<file path="config.mk">
export PLATFORM = sky130hd
export DESIGN_NAME = iopb_top
export DESIGN_NICKNAME = d
export VERILOG_FILES = /design/src/verilog/iopb_pkg.sv /design/src/verilog/iopb_exec_if.sv /design/src/verilog/iopb_top.sv /design/src/verilog/iopb_decode.sv /design/src/verilog/iopb_segrom.sv
export SDC_FILE = /design/constraint.sdc
export NUM_CORES = 1
export LEC_CHECK = 0
export BUFFER_PORTS_ARGS = -buffer_cell sky130_fd_sc_hd__buf_4
export CAP_MARGIN = 0
export CELL_PAD_IN_SITES_DETAIL_PLACEMENT = 1
export CELL_PAD_IN_SITES_GLOBAL_PLACEMENT = 1
export CORE_UTILIZATION = 40
export DETAILED_ROUTE_END_ITERATION = 16
export HOLD_SLACK_MARGIN = 0.05
export PLACE_DENSITY = 0.89
export SETUP_SLACK_MARGIN = 0.2
export SYNTH_ARGS = -nofsm -noshare
export SYNTH_HDL_FRONTEND = slang
export SYNTH_HIERARCHICAL = 1
export SYNTH_SLANG_ARGS = --single-unit
</file>
<file path="constraint.sdc">
create_clock -name clk_i -period 6.3 [get_ports clk_i]
set_input_delay 0.315 -clock clk_i [delete_from_list [all_inputs] [get_ports clk_i]]
set_output_delay 0.315 -clock clk_i [all_outputs]
set_load 0.01 [all_outputs]
</file>
<file path="src/verilog/iopb_pkg.sv">
// Package of constants and types for the I/O port and RAM bank instruction block
`default_nettype none
package iopb_pkg;
  // Opcodes (9-bit instruction words)
  localparam logic [8:0] OP_PIN_DRIVE_LOW = 9'h00B;
  localparam logic [8:0] OP_PIN_DRIVE_HIGH = 9'h00C;
  localparam logic [8:0] OP_PIN_TO_INPUT = 9'h01A;
  localparam logic [8:0] OP_STATUS_TO_PIN = 9'h00F;
  localparam logic [8:0] OP_PIN_TO_MEM_BASE = 9'h0AC;
  localparam logic [8:0] OP_ACC_TO_PORT = 9'h0B8;
  localparam logic [8:0] OP_PORT_TO_MEM = 9'h00A;
  localparam logic [8:0] OP_PORT_TO_ACC = 9'h008;
  localparam logic [8:0] OP_PORT_NONZERO = 9'h00E;
  localparam logic [8:0] OP_SEG_OUT = 9'h0B7;
  localparam logic [8:0] OP_POINT_SET = 9'h0B9;
  localparam logic [8:0] OP_POINT_CLEAR = 9'h0B6;
  localparam logic [8:0] OP_DIGIT_SET = 9'h00D;
  localparam logic [8:0] OP_DIGIT_CLEAR = 9'h036;
  localparam logic [8:0] OP_BANK_LOAD_BASE = 9'h090;
  localparam logic [8:0] OP_BANK_MSB_INV = 9'h0B2;
  localparam logic [8:0] OP_DIRECT_TOGGLE = 9'h0BC;
  // Digit latch indices with special meaning
  localparam int unsigned PORT_DIR_DL = 8;
  localparam int unsigned SEG_SEL_DL = 14;
  // Bank number seen when the direct-access bank is selected
  localparam logic [3:0] DIRECT_BANK_CODE = 4'hF;
  // Reset values
  localparam logic [3:0] X_RESET = 4'h0;
  localparam logic [15:0] DL_RESET = 16'h0000;
  localparam logic [3:0] PORT_LATCH_RESET = 4'h0;
  // Register bus map (word aligned byte addresses)
  localparam logic [7:0] ADR_INSTR = 8'h00;
  localparam logic [7:0] ADR_REGS = 8'h04;
  localparam logic [7:0] ADR_LATCH = 8'h08;
  localparam logic [7:0] ADR_MEMWR = 8'h0C;
  localparam logic [7:0] ADR_SEG = 8'h10;
  // Decoded instruction classes
  typedef enum logic [4:0] {
    IOPB_NONE, IOPB_PIN_LOW, IOPB_PIN_HIGH, IOPB_PIN_IN, IOPB_STAT_PIN, IOPB_PIN_MEM,
    IOPB_ACC_PORT, IOPB_PORT_MEM, IOPB_PORT_ACC, IOPB_PORT_NZ, IOPB_SEG_OUT,
    IOPB_DP_SET, IOPB_DP_CLR, IOPB_DL_SET, IOPB_DL_CLR, IOPB_X_LOAD, IOPB_X_MSB, IOPB_DAM_TGL
  } iopb_op_t;
endpackage : iopb_pkg
`default_nettype wire

</file>
<file path="src/verilog/iopb_exec_if.sv">
// Interface carrying a decoded instruction from the decoder to the executer
`default_nettype none
interface iopb_exec_if;
  import iopb_pkg::*;
  iopb_op_t op; // Decoded class
  logic [3:0] field; // Low four opcode bits (constant or bit number)
  modport dec (output op, output field);
  modport exe (input op, input field);
endinterface : iopb_exec_if
`default_nettype wire

</file>
<file path="src/verilog/iopb_top.sv">
// I/O pin, K port, digit, segment and RAM bank instruction execution with Wishbone access
// Summary of operation
// - Pin low: data zero, direction output
// - Pin high: data one, direction output
// - Pin to input, data latch kept
// - Status into pin data, direction output
// - Previous pin sample written to bit B
// - Pin-to-memory keeps pin direction unchanged
// - Accumulator to port latch, driven if DL8
// - Port lines stored into addressed nibble
// - DL8 set: port reads see latch
// - Port lines loaded into accumulator
// - Status set when any port line high
// - Segment term from SEGMENT_SELECT_DIGIT_LATCH, status, accumulator
// - Point latch supplies segment H later
// - Y selects digit latch to set/clear
// - Invert X bit three only
// - Toggle direct select; chooses RAM bank
//
// The register offsets and register access over Wishbone were chosen for this implementation.
`default_nettype none
module iopb_top
  import iopb_pkg::*;
(
  // Clock and reset
  input wire logic clk_i,
  input wire logic rst_i,
  // Wishbone slave
  input wire logic wb_cyc_i,
  input wire logic wb_stb_i,
  input wire logic wb_we_i,
  input wire logic [7:0] wb_adr_i,
  input wire logic [3:0] wb_sel_i,
  input wire logic [31:0] wb_dat_i,
  output logic [31:0] wb_dat_o,
  output logic wb_ack_o,
  // Single I/O pin
  input wire logic io_pin_i,
  output logic io_pin_o,
  output logic io_pin_oe_n_o,
  // K port
  input wire logic [3:0] kport_i,
  output logic [3:0] kport_o,
  output logic kport_oe_n_o,
  // R outputs and segments
  output logic [7:0] r_o,
  output logic [7:0] seg_o,
  output logic [3:0] seg_digit_o,
  output logic seg_wr_o
);
  // Full state of the block
  typedef struct packed {
    logic ack; // Bus acknowledge
    logic [31:0] rdat; // Bus read data
    logic [3:0] acc; // Accumulator
    logic status; // Status bit
    logic [3:0] y; // Y register
    logic [3:0] x; // X register
    logic direct_access_bank; // Direct-access bank select
    logic [15:0] dl; // Digit latches
    logic [3:0] klat; // Port latch
    logic io_dat; // Pin data latch
    logic io_out; // Pin direction, one is output
    logic io_smp; // Pin level sampled each instruction
    logic dp; // Decimal-point latch
    logic [7:0] seg; // Last segment word
    logic [3:0] seg_dig; // Digit of last segment word
    logic seg_wr; // Segment write pulse
    logic mem_wr; // Memory write pulse
    logic [3:0] mem_bank; // Bank of memory write
    logic [3:0] mem_wy; // Word of memory write
    logic [3:0] mem_data; // Data of memory write
    logic [3:0] mem_mask; // Bit mask of memory write
    logic [3:0] mem_nib; // Current addressed RAM nibble, loaded by software
  } iopb_state_t;

  iopb_state_t s_q, s_d;
  logic [8:0] instr; // Instruction word under execution
  logic exec; // One-cycle instruction strobe
  logic [5:0] term; // Segment decode address
  logic [6:0] seg_ag; // Segment decode result
  logic [3:0] kline; // Level seen on port lines
  logic wr_take; // Write request taken this cycle

  // One-hot mask for the bit number of a bit instruction
  function automatic logic [3:0] iopb_bit_mask(input logic [1:0] b);
    return 4'h1 << b;
  endfunction : iopb_bit_mask

  // Decoded instruction carrier
  iopb_exec_if dbus ();

  // Instruction decoder
  iopb_decode u_dec (
    .instr_i(instr),
    .dec(dbus.dec)
  );

  // Segment decode array
  iopb_segrom u_seg (
    .term_i(term),
    .seg_o(seg_ag)
  );

  // Strobe: a write to the instruction register executes it
  // Write taken once per bus cycle; the pending ack blocks a repeat
  assign wr_take = wb_cyc_i && wb_stb_i && wb_we_i && !s_q.ack;
  assign exec = wr_take && (wb_adr_i == ADR_INSTR) && wb_sel_i[0];
  assign instr = {wb_dat_i[8], wb_dat_i[7:0]};
  assign term = {s_q.dl[SEG_SEL_DL], s_q.status, s_q.acc};
  // Port lines show the latch while driven
  assign kline = s_q.dl[PORT_DIR_DL] ? s_q.klat : kport_i;

  // Next-state logic
  always_comb begin
    s_d = s_q;
    s_d.ack = wb_cyc_i && wb_stb_i && !s_q.ack;
    s_d.seg_wr = 1'b0;
    s_d.mem_wr = 1'b0;
    // Read mux
    unique case (wb_adr_i)
      ADR_INSTR: s_d.rdat = {27'h0, s_q.status, s_q.acc};
      ADR_REGS: s_d.rdat = {19'h0, s_q.direct_access_bank, s_q.x, s_q.y, 4'h0} | {28'h0, s_q.mem_nib};
      ADR_LATCH: s_d.rdat = {s_q.dl, 8'h0, s_q.dp, s_q.io_smp, s_q.io_out, s_q.io_dat, s_q.klat};
      ADR_MEMWR: s_d.rdat = {16'h0, s_q.mem_bank, s_q.mem_wy, s_q.mem_data, s_q.mem_mask};
      ADR_SEG: s_d.rdat = {20'h0, s_q.seg_dig, s_q.seg};
      default: s_d.rdat = 32'h0;
    endcase
    // Software loads accumulator, status, Y and RAM nibble
    if (wr_take && wb_adr_i == ADR_REGS) begin
      if (wb_sel_i[0]) begin
        s_d.mem_nib = wb_dat_i[3:0];
        s_d.y = wb_dat_i[7:4];
      end
      if (wb_sel_i[1]) begin
        s_d.acc = wb_dat_i[11:8];
        s_d.status = wb_dat_i[12];
      end
    end
    if (exec) begin
      // Pin level seen during this instruction, used by the next one
      s_d.io_smp = s_q.io_out ? s_q.io_dat : io_pin_i;
      s_d.status = 1'b1;
      unique case (dbus.op)
        // Single pin commands
        IOPB_PIN_LOW: begin
          s_d.io_dat = 1'b0;
          s_d.io_out = 1'b1;
        end
        IOPB_PIN_HIGH: begin
          s_d.io_dat = 1'b1;
          s_d.io_out = 1'b1;
        end
        IOPB_PIN_IN: begin
          s_d.io_out = 1'b0;
        end
        IOPB_STAT_PIN: begin
          s_d.io_dat = s_q.status;
          s_d.io_out = 1'b1;
        end
        IOPB_PIN_MEM: begin
          // Direction untouched; reads the driven value when output
          s_d.mem_wr = 1'b1;
          s_d.mem_mask = iopb_bit_mask(dbus.field[1:0]);
          s_d.mem_data = {4{s_q.io_smp}} & iopb_bit_mask(dbus.field[1:0]);
          s_d.mem_nib = (s_q.mem_nib & ~iopb_bit_mask(dbus.field[1:0])) | s_d.mem_data;
        end
        // Port commands
        IOPB_ACC_PORT: s_d.klat = s_q.acc;
        IOPB_PORT_MEM: begin
          s_d.mem_wr = 1'b1;
          s_d.mem_mask = 4'hF;
          s_d.mem_data = kline;
          s_d.mem_nib = kline;
        end
        IOPB_PORT_ACC: s_d.acc = kline;
        IOPB_PORT_NZ: s_d.status = |kline;
        // Display commands
        IOPB_SEG_OUT: begin
          s_d.seg = {s_q.dp, seg_ag};
          s_d.seg_dig = s_q.y;
          s_d.seg_wr = 1'b1;
        end
        IOPB_DP_SET: s_d.dp = 1'b1;
        IOPB_DP_CLR: s_d.dp = 1'b0;
        // Digit latch and bank commands
        IOPB_DL_SET: s_d.dl[s_q.y] = 1'b1;
        IOPB_DL_CLR: s_d.dl[s_q.y] = 1'b0;
        IOPB_X_LOAD: begin
          // Only constants of existing banks are expected
          s_d.x = dbus.field;
          s_d.direct_access_bank = 1'b0;
        end
        IOPB_X_MSB: s_d.x = {~s_q.x[3], s_q.x[2:0]};
        IOPB_DAM_TGL: s_d.direct_access_bank = ~s_q.direct_access_bank;
        IOPB_NONE: ;
      endcase
      // Bank of any memory write follows the direct select
      s_d.mem_bank = s_q.direct_access_bank ? DIRECT_BANK_CODE : s_q.x;
      s_d.mem_wy = s_q.y;
    end
  end

  // State register
  always_ff @(posedge clk_i) begin
    if (rst_i) begin
      s_q <= '0;
      s_q.x <= X_RESET;
      s_q.dl <= DL_RESET;
      s_q.klat <= PORT_LATCH_RESET;
    end else begin
      s_q <= s_d;
    end
  end

  // Outputs straight from state
  assign wb_ack_o = s_q.ack;
  assign wb_dat_o = s_q.rdat;
  assign io_pin_o = s_q.io_dat;
  assign io_pin_oe_n_o = ~s_q.io_out;
  assign kport_o = s_q.klat;
  assign kport_oe_n_o = ~s_q.dl[PORT_DIR_DL];
  assign r_o = s_q.dl[7:0];
  assign seg_o = s_q.seg;
  assign seg_digit_o = s_q.seg_dig;
  assign seg_wr_o = s_q.seg_wr;
endmodule : iopb_top
`default_nettype wire

</file>
<file path="src/verilog/iopb_decode.sv">
// Instruction decoder for the I/O port and RAM bank instructions
`default_nettype none
module iopb_decode
  import iopb_pkg::*;
(
  // Instruction word
  input wire logic [8:0] instr_i,
  // Decoded output
  iopb_exec_if.dec dec
);
  // Pure combinational decode of one opcode word
  always_comb begin
    dec.field = instr_i[3:0];
    dec.op = IOPB_NONE;
    if (instr_i[8:2] == OP_PIN_TO_MEM_BASE[8:2]) begin
      dec.op = IOPB_PIN_MEM;
    end else if (instr_i[8:4] == OP_BANK_LOAD_BASE[8:4]) begin
      dec.op = IOPB_X_LOAD;
    end else begin
      unique case (instr_i)
        OP_PIN_DRIVE_LOW: dec.op = IOPB_PIN_LOW;
        OP_PIN_DRIVE_HIGH: dec.op = IOPB_PIN_HIGH;
        OP_PIN_TO_INPUT: dec.op = IOPB_PIN_IN;
        OP_STATUS_TO_PIN: dec.op = IOPB_STAT_PIN;
        OP_ACC_TO_PORT: dec.op = IOPB_ACC_PORT;
        OP_PORT_TO_MEM: dec.op = IOPB_PORT_MEM;
        OP_PORT_TO_ACC: dec.op = IOPB_PORT_ACC;
        OP_PORT_NONZERO: dec.op = IOPB_PORT_NZ;
        OP_SEG_OUT: dec.op = IOPB_SEG_OUT;
        OP_POINT_SET: dec.op = IOPB_DP_SET;
        OP_POINT_CLEAR: dec.op = IOPB_DP_CLR;
        OP_DIGIT_SET: dec.op = IOPB_DL_SET;
        OP_DIGIT_CLEAR: dec.op = IOPB_DL_CLR;
        OP_BANK_MSB_INV: dec.op = IOPB_X_MSB;
        OP_DIRECT_TOGGLE: dec.op = IOPB_DAM_TGL;
        default: dec.op = IOPB_NONE;
      endcase
    end
  end
endmodule : iopb_decode
`default_nettype wire

</file>
<file path="src/verilog/iopb_segrom.sv">
// Segment decode array: 64 terms addressed by select latch, status and accumulator
`default_nettype none
module iopb_segrom (
  // Term address
  input wire logic [5:0] term_i,
  // Segments A to G
  output logic [6:0] seg_o
);
  // Seven-segment glyphs for hex digits, gfedcba
  function automatic logic [6:0] iopb_glyph(input logic [3:0] v);
    logic [6:0] g;
    g = 7'h00;
    unique case (v)
      4'h0: g = 7'h3F; 4'h1: g = 7'h06; 4'h2: g = 7'h5B; 4'h3: g = 7'h4F;
      4'h4: g = 7'h66; 4'h5: g = 7'h6D; 4'h6: g = 7'h7D; 4'h7: g = 7'h07;
      4'h8: g = 7'h7F; 4'h9: g = 7'h6F; 4'hA: g = 7'h77; 4'hB: g = 7'h7C;
      4'hC: g = 7'h39; 4'hD: g = 7'h5E; 4'hE: g = 7'h79; 4'hF: g = 7'h71;
    endcase
    return g;
  endfunction : iopb_glyph
  // Upper 48 terms: inverted glyphs, raw value, bank 3 blank; a mask option stands in
  always_comb begin
    unique case (term_i[5:4])
      2'h0: seg_o = iopb_glyph(term_i[3:0]);
      2'h1: seg_o = ~iopb_glyph(term_i[3:0]);
      2'h2: seg_o = {3'h0, term_i[3:0]};
      2'h3: seg_o = 7'h00;
    endcase
  end
endmodule : iopb_segrom
`default_nettype wire

</file>
==> results.json <==
{
  "synthAdderAreaFrac": 0.01466,
  "cts_resized": 0,
  "cp.buffers_inverters": 1,
  "final_common_cell": "dfxtp_1",
  "antenna_found_initial": 0,
  "htreeDepth": 3,
  "ant_nets": 0,
  "min-delay-path-class": "in -> reg",
  "clock-sinks": 104,
  "syn_nets": 774,
  "ys_seq_area_frac": 0.3486,
  "die_height_microns": 124.2,
  "cp_cell_sequence": "buf_4 -> or3b_2 -> nor3_1 -> a21oi_1 -> o221ai_1 -> nand2b_1 -> o21ai_1 -> mux2i_1",
  "finalCriticalPeriod_ns": 3.881,
  "drc": 0,
  "powerDensity_mw_per_mm2": 195.9,
  "fmaxAchievable_mhz": 257.7,
  "syn_inst": 713,
  "drv_slew": 0,
  "grt_pass1_vias": 5340,
  "fin_crit_sh": 0.6160,
  "die_w_microns": 124.2,
  "worstSetupEndpointType": "flop",
  "wire_per_inst_microns": 19.38,
  "placementRows": 44,
  "grt_pass1_wl_microns": 28000,
  "yosys_register_bits": 104,
  "final_cells": 899,
  "synth_compound_area_frac": 0.1496,
  "cp_max_fo": 16,
  "crit_type": "in -> reg",
  "fin_skew_ns": 0.004353,
  "critPathMaxStageDelay_ns": 1.05,
  "slowest_stage": "o21ai_1",
  "tightest_slew_ns": 1.120,
  "grt_max_degree": 51,
  "drtIter0Drc": 422,
  "core_sq_mm": 0.01453,
  "diodes": 0,
  "p_leak_nw": 2.467,
  "synth_mux_area_frac": 0.1127,
  "track_usage": 0.2238,
  "hold_viol": 0,
  "clk-insertion-delay-late_ns": 0.36,
  "crit_family": "compound AO/OA/AOI/OAI gates",
  "synth_top_family_by_area": "simple AND/OR/NAND/NOR gates",
  "overflow": 0,
  "synthArstFlopShare": 0,
  "drive_gt1_frac": 0.2126,
  "initial_core_util": 0.4110,
  "area_growth_syn_to_layout_pct": 9.573,
  "viasPerCell": 5.964,
  "post_cts_buffers": 0,
  "cap_violations": 0,
  "cts_made_buffers": 9,
  "io_pins": 115,
  "fillCellCount": 1761,
  "numPlacedInstances": 883,
  "ys_warn_count": 6,
  "die-area_sq_mm": 0.01543,
  "clockBufferDepth": 2,
  "firstDrtPassIters": 5,
  "postCtsHoldBufs": 0,
  "cts_tree": "yes",
  "outcome": "finished, final reports clean",
  "rsz0062_at_grt": "no",
  "setup_viol": 0,
  "netlist_area_sq_mm": 0.005973,
  "port_buffers": 93,
  "relSlewSlack": 0.2484,
  "peakVddDrop_v": 0.0001073,
  "path_clk_slew_ns": 0.07,
  "crit_required_ns": 6.48,
  "routed_wirelength_microns": 17420,
  "cp-start-kind": "input pin",
  "synth_enable_flop_cells": 0,
  "layout_common_cells": "104 x dfxtp_1, 96 x buf_4, 50 x a21oi_1",
  "vias": 5362,
  "avgSynthCellArea_sq_um": 8.378,
  "ctsRootBufferMaster": "clkbuf_16",
  "yosysUniqueCellTypes": 67,
  "synth_xor_area_frac": 0.01026,
  "fin_nets": 771,
  "ys.flop_type": "dfxtp_1",
  "tns_ns": 0,
  "hpwl_microns": 12230,
  "synthSimpleGateAreaFrac": 0.2442,
  "crit_arrival_ns": 4.06,
  "place.gp.congestion": 0.8804
}
[layer usage]
layer | vias to the layer above | track usage | part of all wire
met5 | - | 0 | 0
met4 | 0 | 0.09355 | 0.030
met3 | 38 | 0.05172 | 0.064
met2 | 203 | 0.3630 | 0.47
met1 | 2629 | 0.2837 | 0.44
li1 | 2492 | - | -
[Yosys cell counts, types with 3 or more instances]
cell type	instances	share of area
dfxtp_1	104	0.35
buf_4	60	0.075
a21oi_1	50	0.042
nor2_1	47	0.030
nand2_1	45	0.028
clkbuf_1	40	0.025
nand3_1	40	0.034
mux2i_1	38	0.064
nor3_1	34	0.028
o21ai_0	30	0.025
mux2_2	23	0.043
and2_1	19	0.020
inv_1	14	0.0088
nor2b_1	11	0.012
nand4_1	9	0.0094
nand2b_1	8	0.0084
a22oi_1	7	0.0088
ha_1	7	0.015
nor4_1	6	0.0063
a211oi_1	5	0.0063
a31oi_1	5	0.0052
a32oi_1	5	0.0073
nand3b_1	5	0.0063
nor3b_1	5	0.0063
o2bb2ai_1	5	0.0073
o31ai_1	5	0.0063
o32ai_1	5	0.0073
or4_1	5	0.0063
xor2_1	5	0.0073
and3_1	4	0.0042
buf_1	4	0.0025
nor4b_1	4	0.0059
or2_2	4	0.0042
a311oi_1	3	0.0044
buf_2	3	0.0025
o21a_1	3	0.0038
or3b_2	3	0.0044
[logic make-up (layout without fill, tap and decap cells)]
family / after synthesis / after routing
AOI/OAI and AO/OA: 141 / 141
xor gates and xnor gates: 7 / 7
adders and majority gates: 7 / 7
buffers and inverters: 125 / 127
DFF: 104 / 104
muxes: 63 / 63
and+or+nand+nor: 266 / 266
[tightest hold or removal path: stages]
cell	delay, ns
buf_4	0.12
nand2_1	0.06
nor3_1	0.04
[worst paths after layout]
kind / start / endpoint / slack (ns) / cells past startpoint
setup / recovery: wb_dat_i[1] / flop / 2.42 / 8
hold / removal: wb_stb_i / wb_ack_o / 0.22 / 3
setup reg to reg: wb_ack_o / s_q[0] / 3.48 / 4
hold reg to reg: s_q[14] / s_q[14] / 0.45 / 2
[stage by stage]
stage	area (sq um)	total power, mW	utilization	setup slack [ns]	hold WS (ns)
final	6545	1.282	0.4503	2.419	0.2168
after global routing	6545	1.321	0.4503	2.210	0.2309
after CTS	6545	1.289	0.4503	2.476	0.2136
after detailed placement	6264	0.7529	0.4310	2.095	0.4426
after global placement	6264	0.7506	0.4310	2.288	0.4373
after floorplan	5973	0.7193	-	3.373	0.4285
[area by class of cell]
class / count / area (sq um) / area share
well taps: 184 / 230.2 / 0.03517
flip-flops and latches: 104 / 2082 / 0.3181
repair buffers: 96 / 720.7 / 0.1101
multi-input cells: 484 / 3174 / 0.4850
clock inverters: 6 / 42.54 / 0.006500
clock buffers: 10 / 239.0 / 0.03651
inverters: 15 / 56.30 / 0.008603
[power breakdown]
group	switching (mW)	internal (mW)	total, mW
Clock	0.263	0.280	0.543
Combinational	0.0527	0.0292	0.0819
Sequential	0.000299	0.657	0.657
Total	0.316	0.967	1.28
Power figures use the tool's default switching activity.
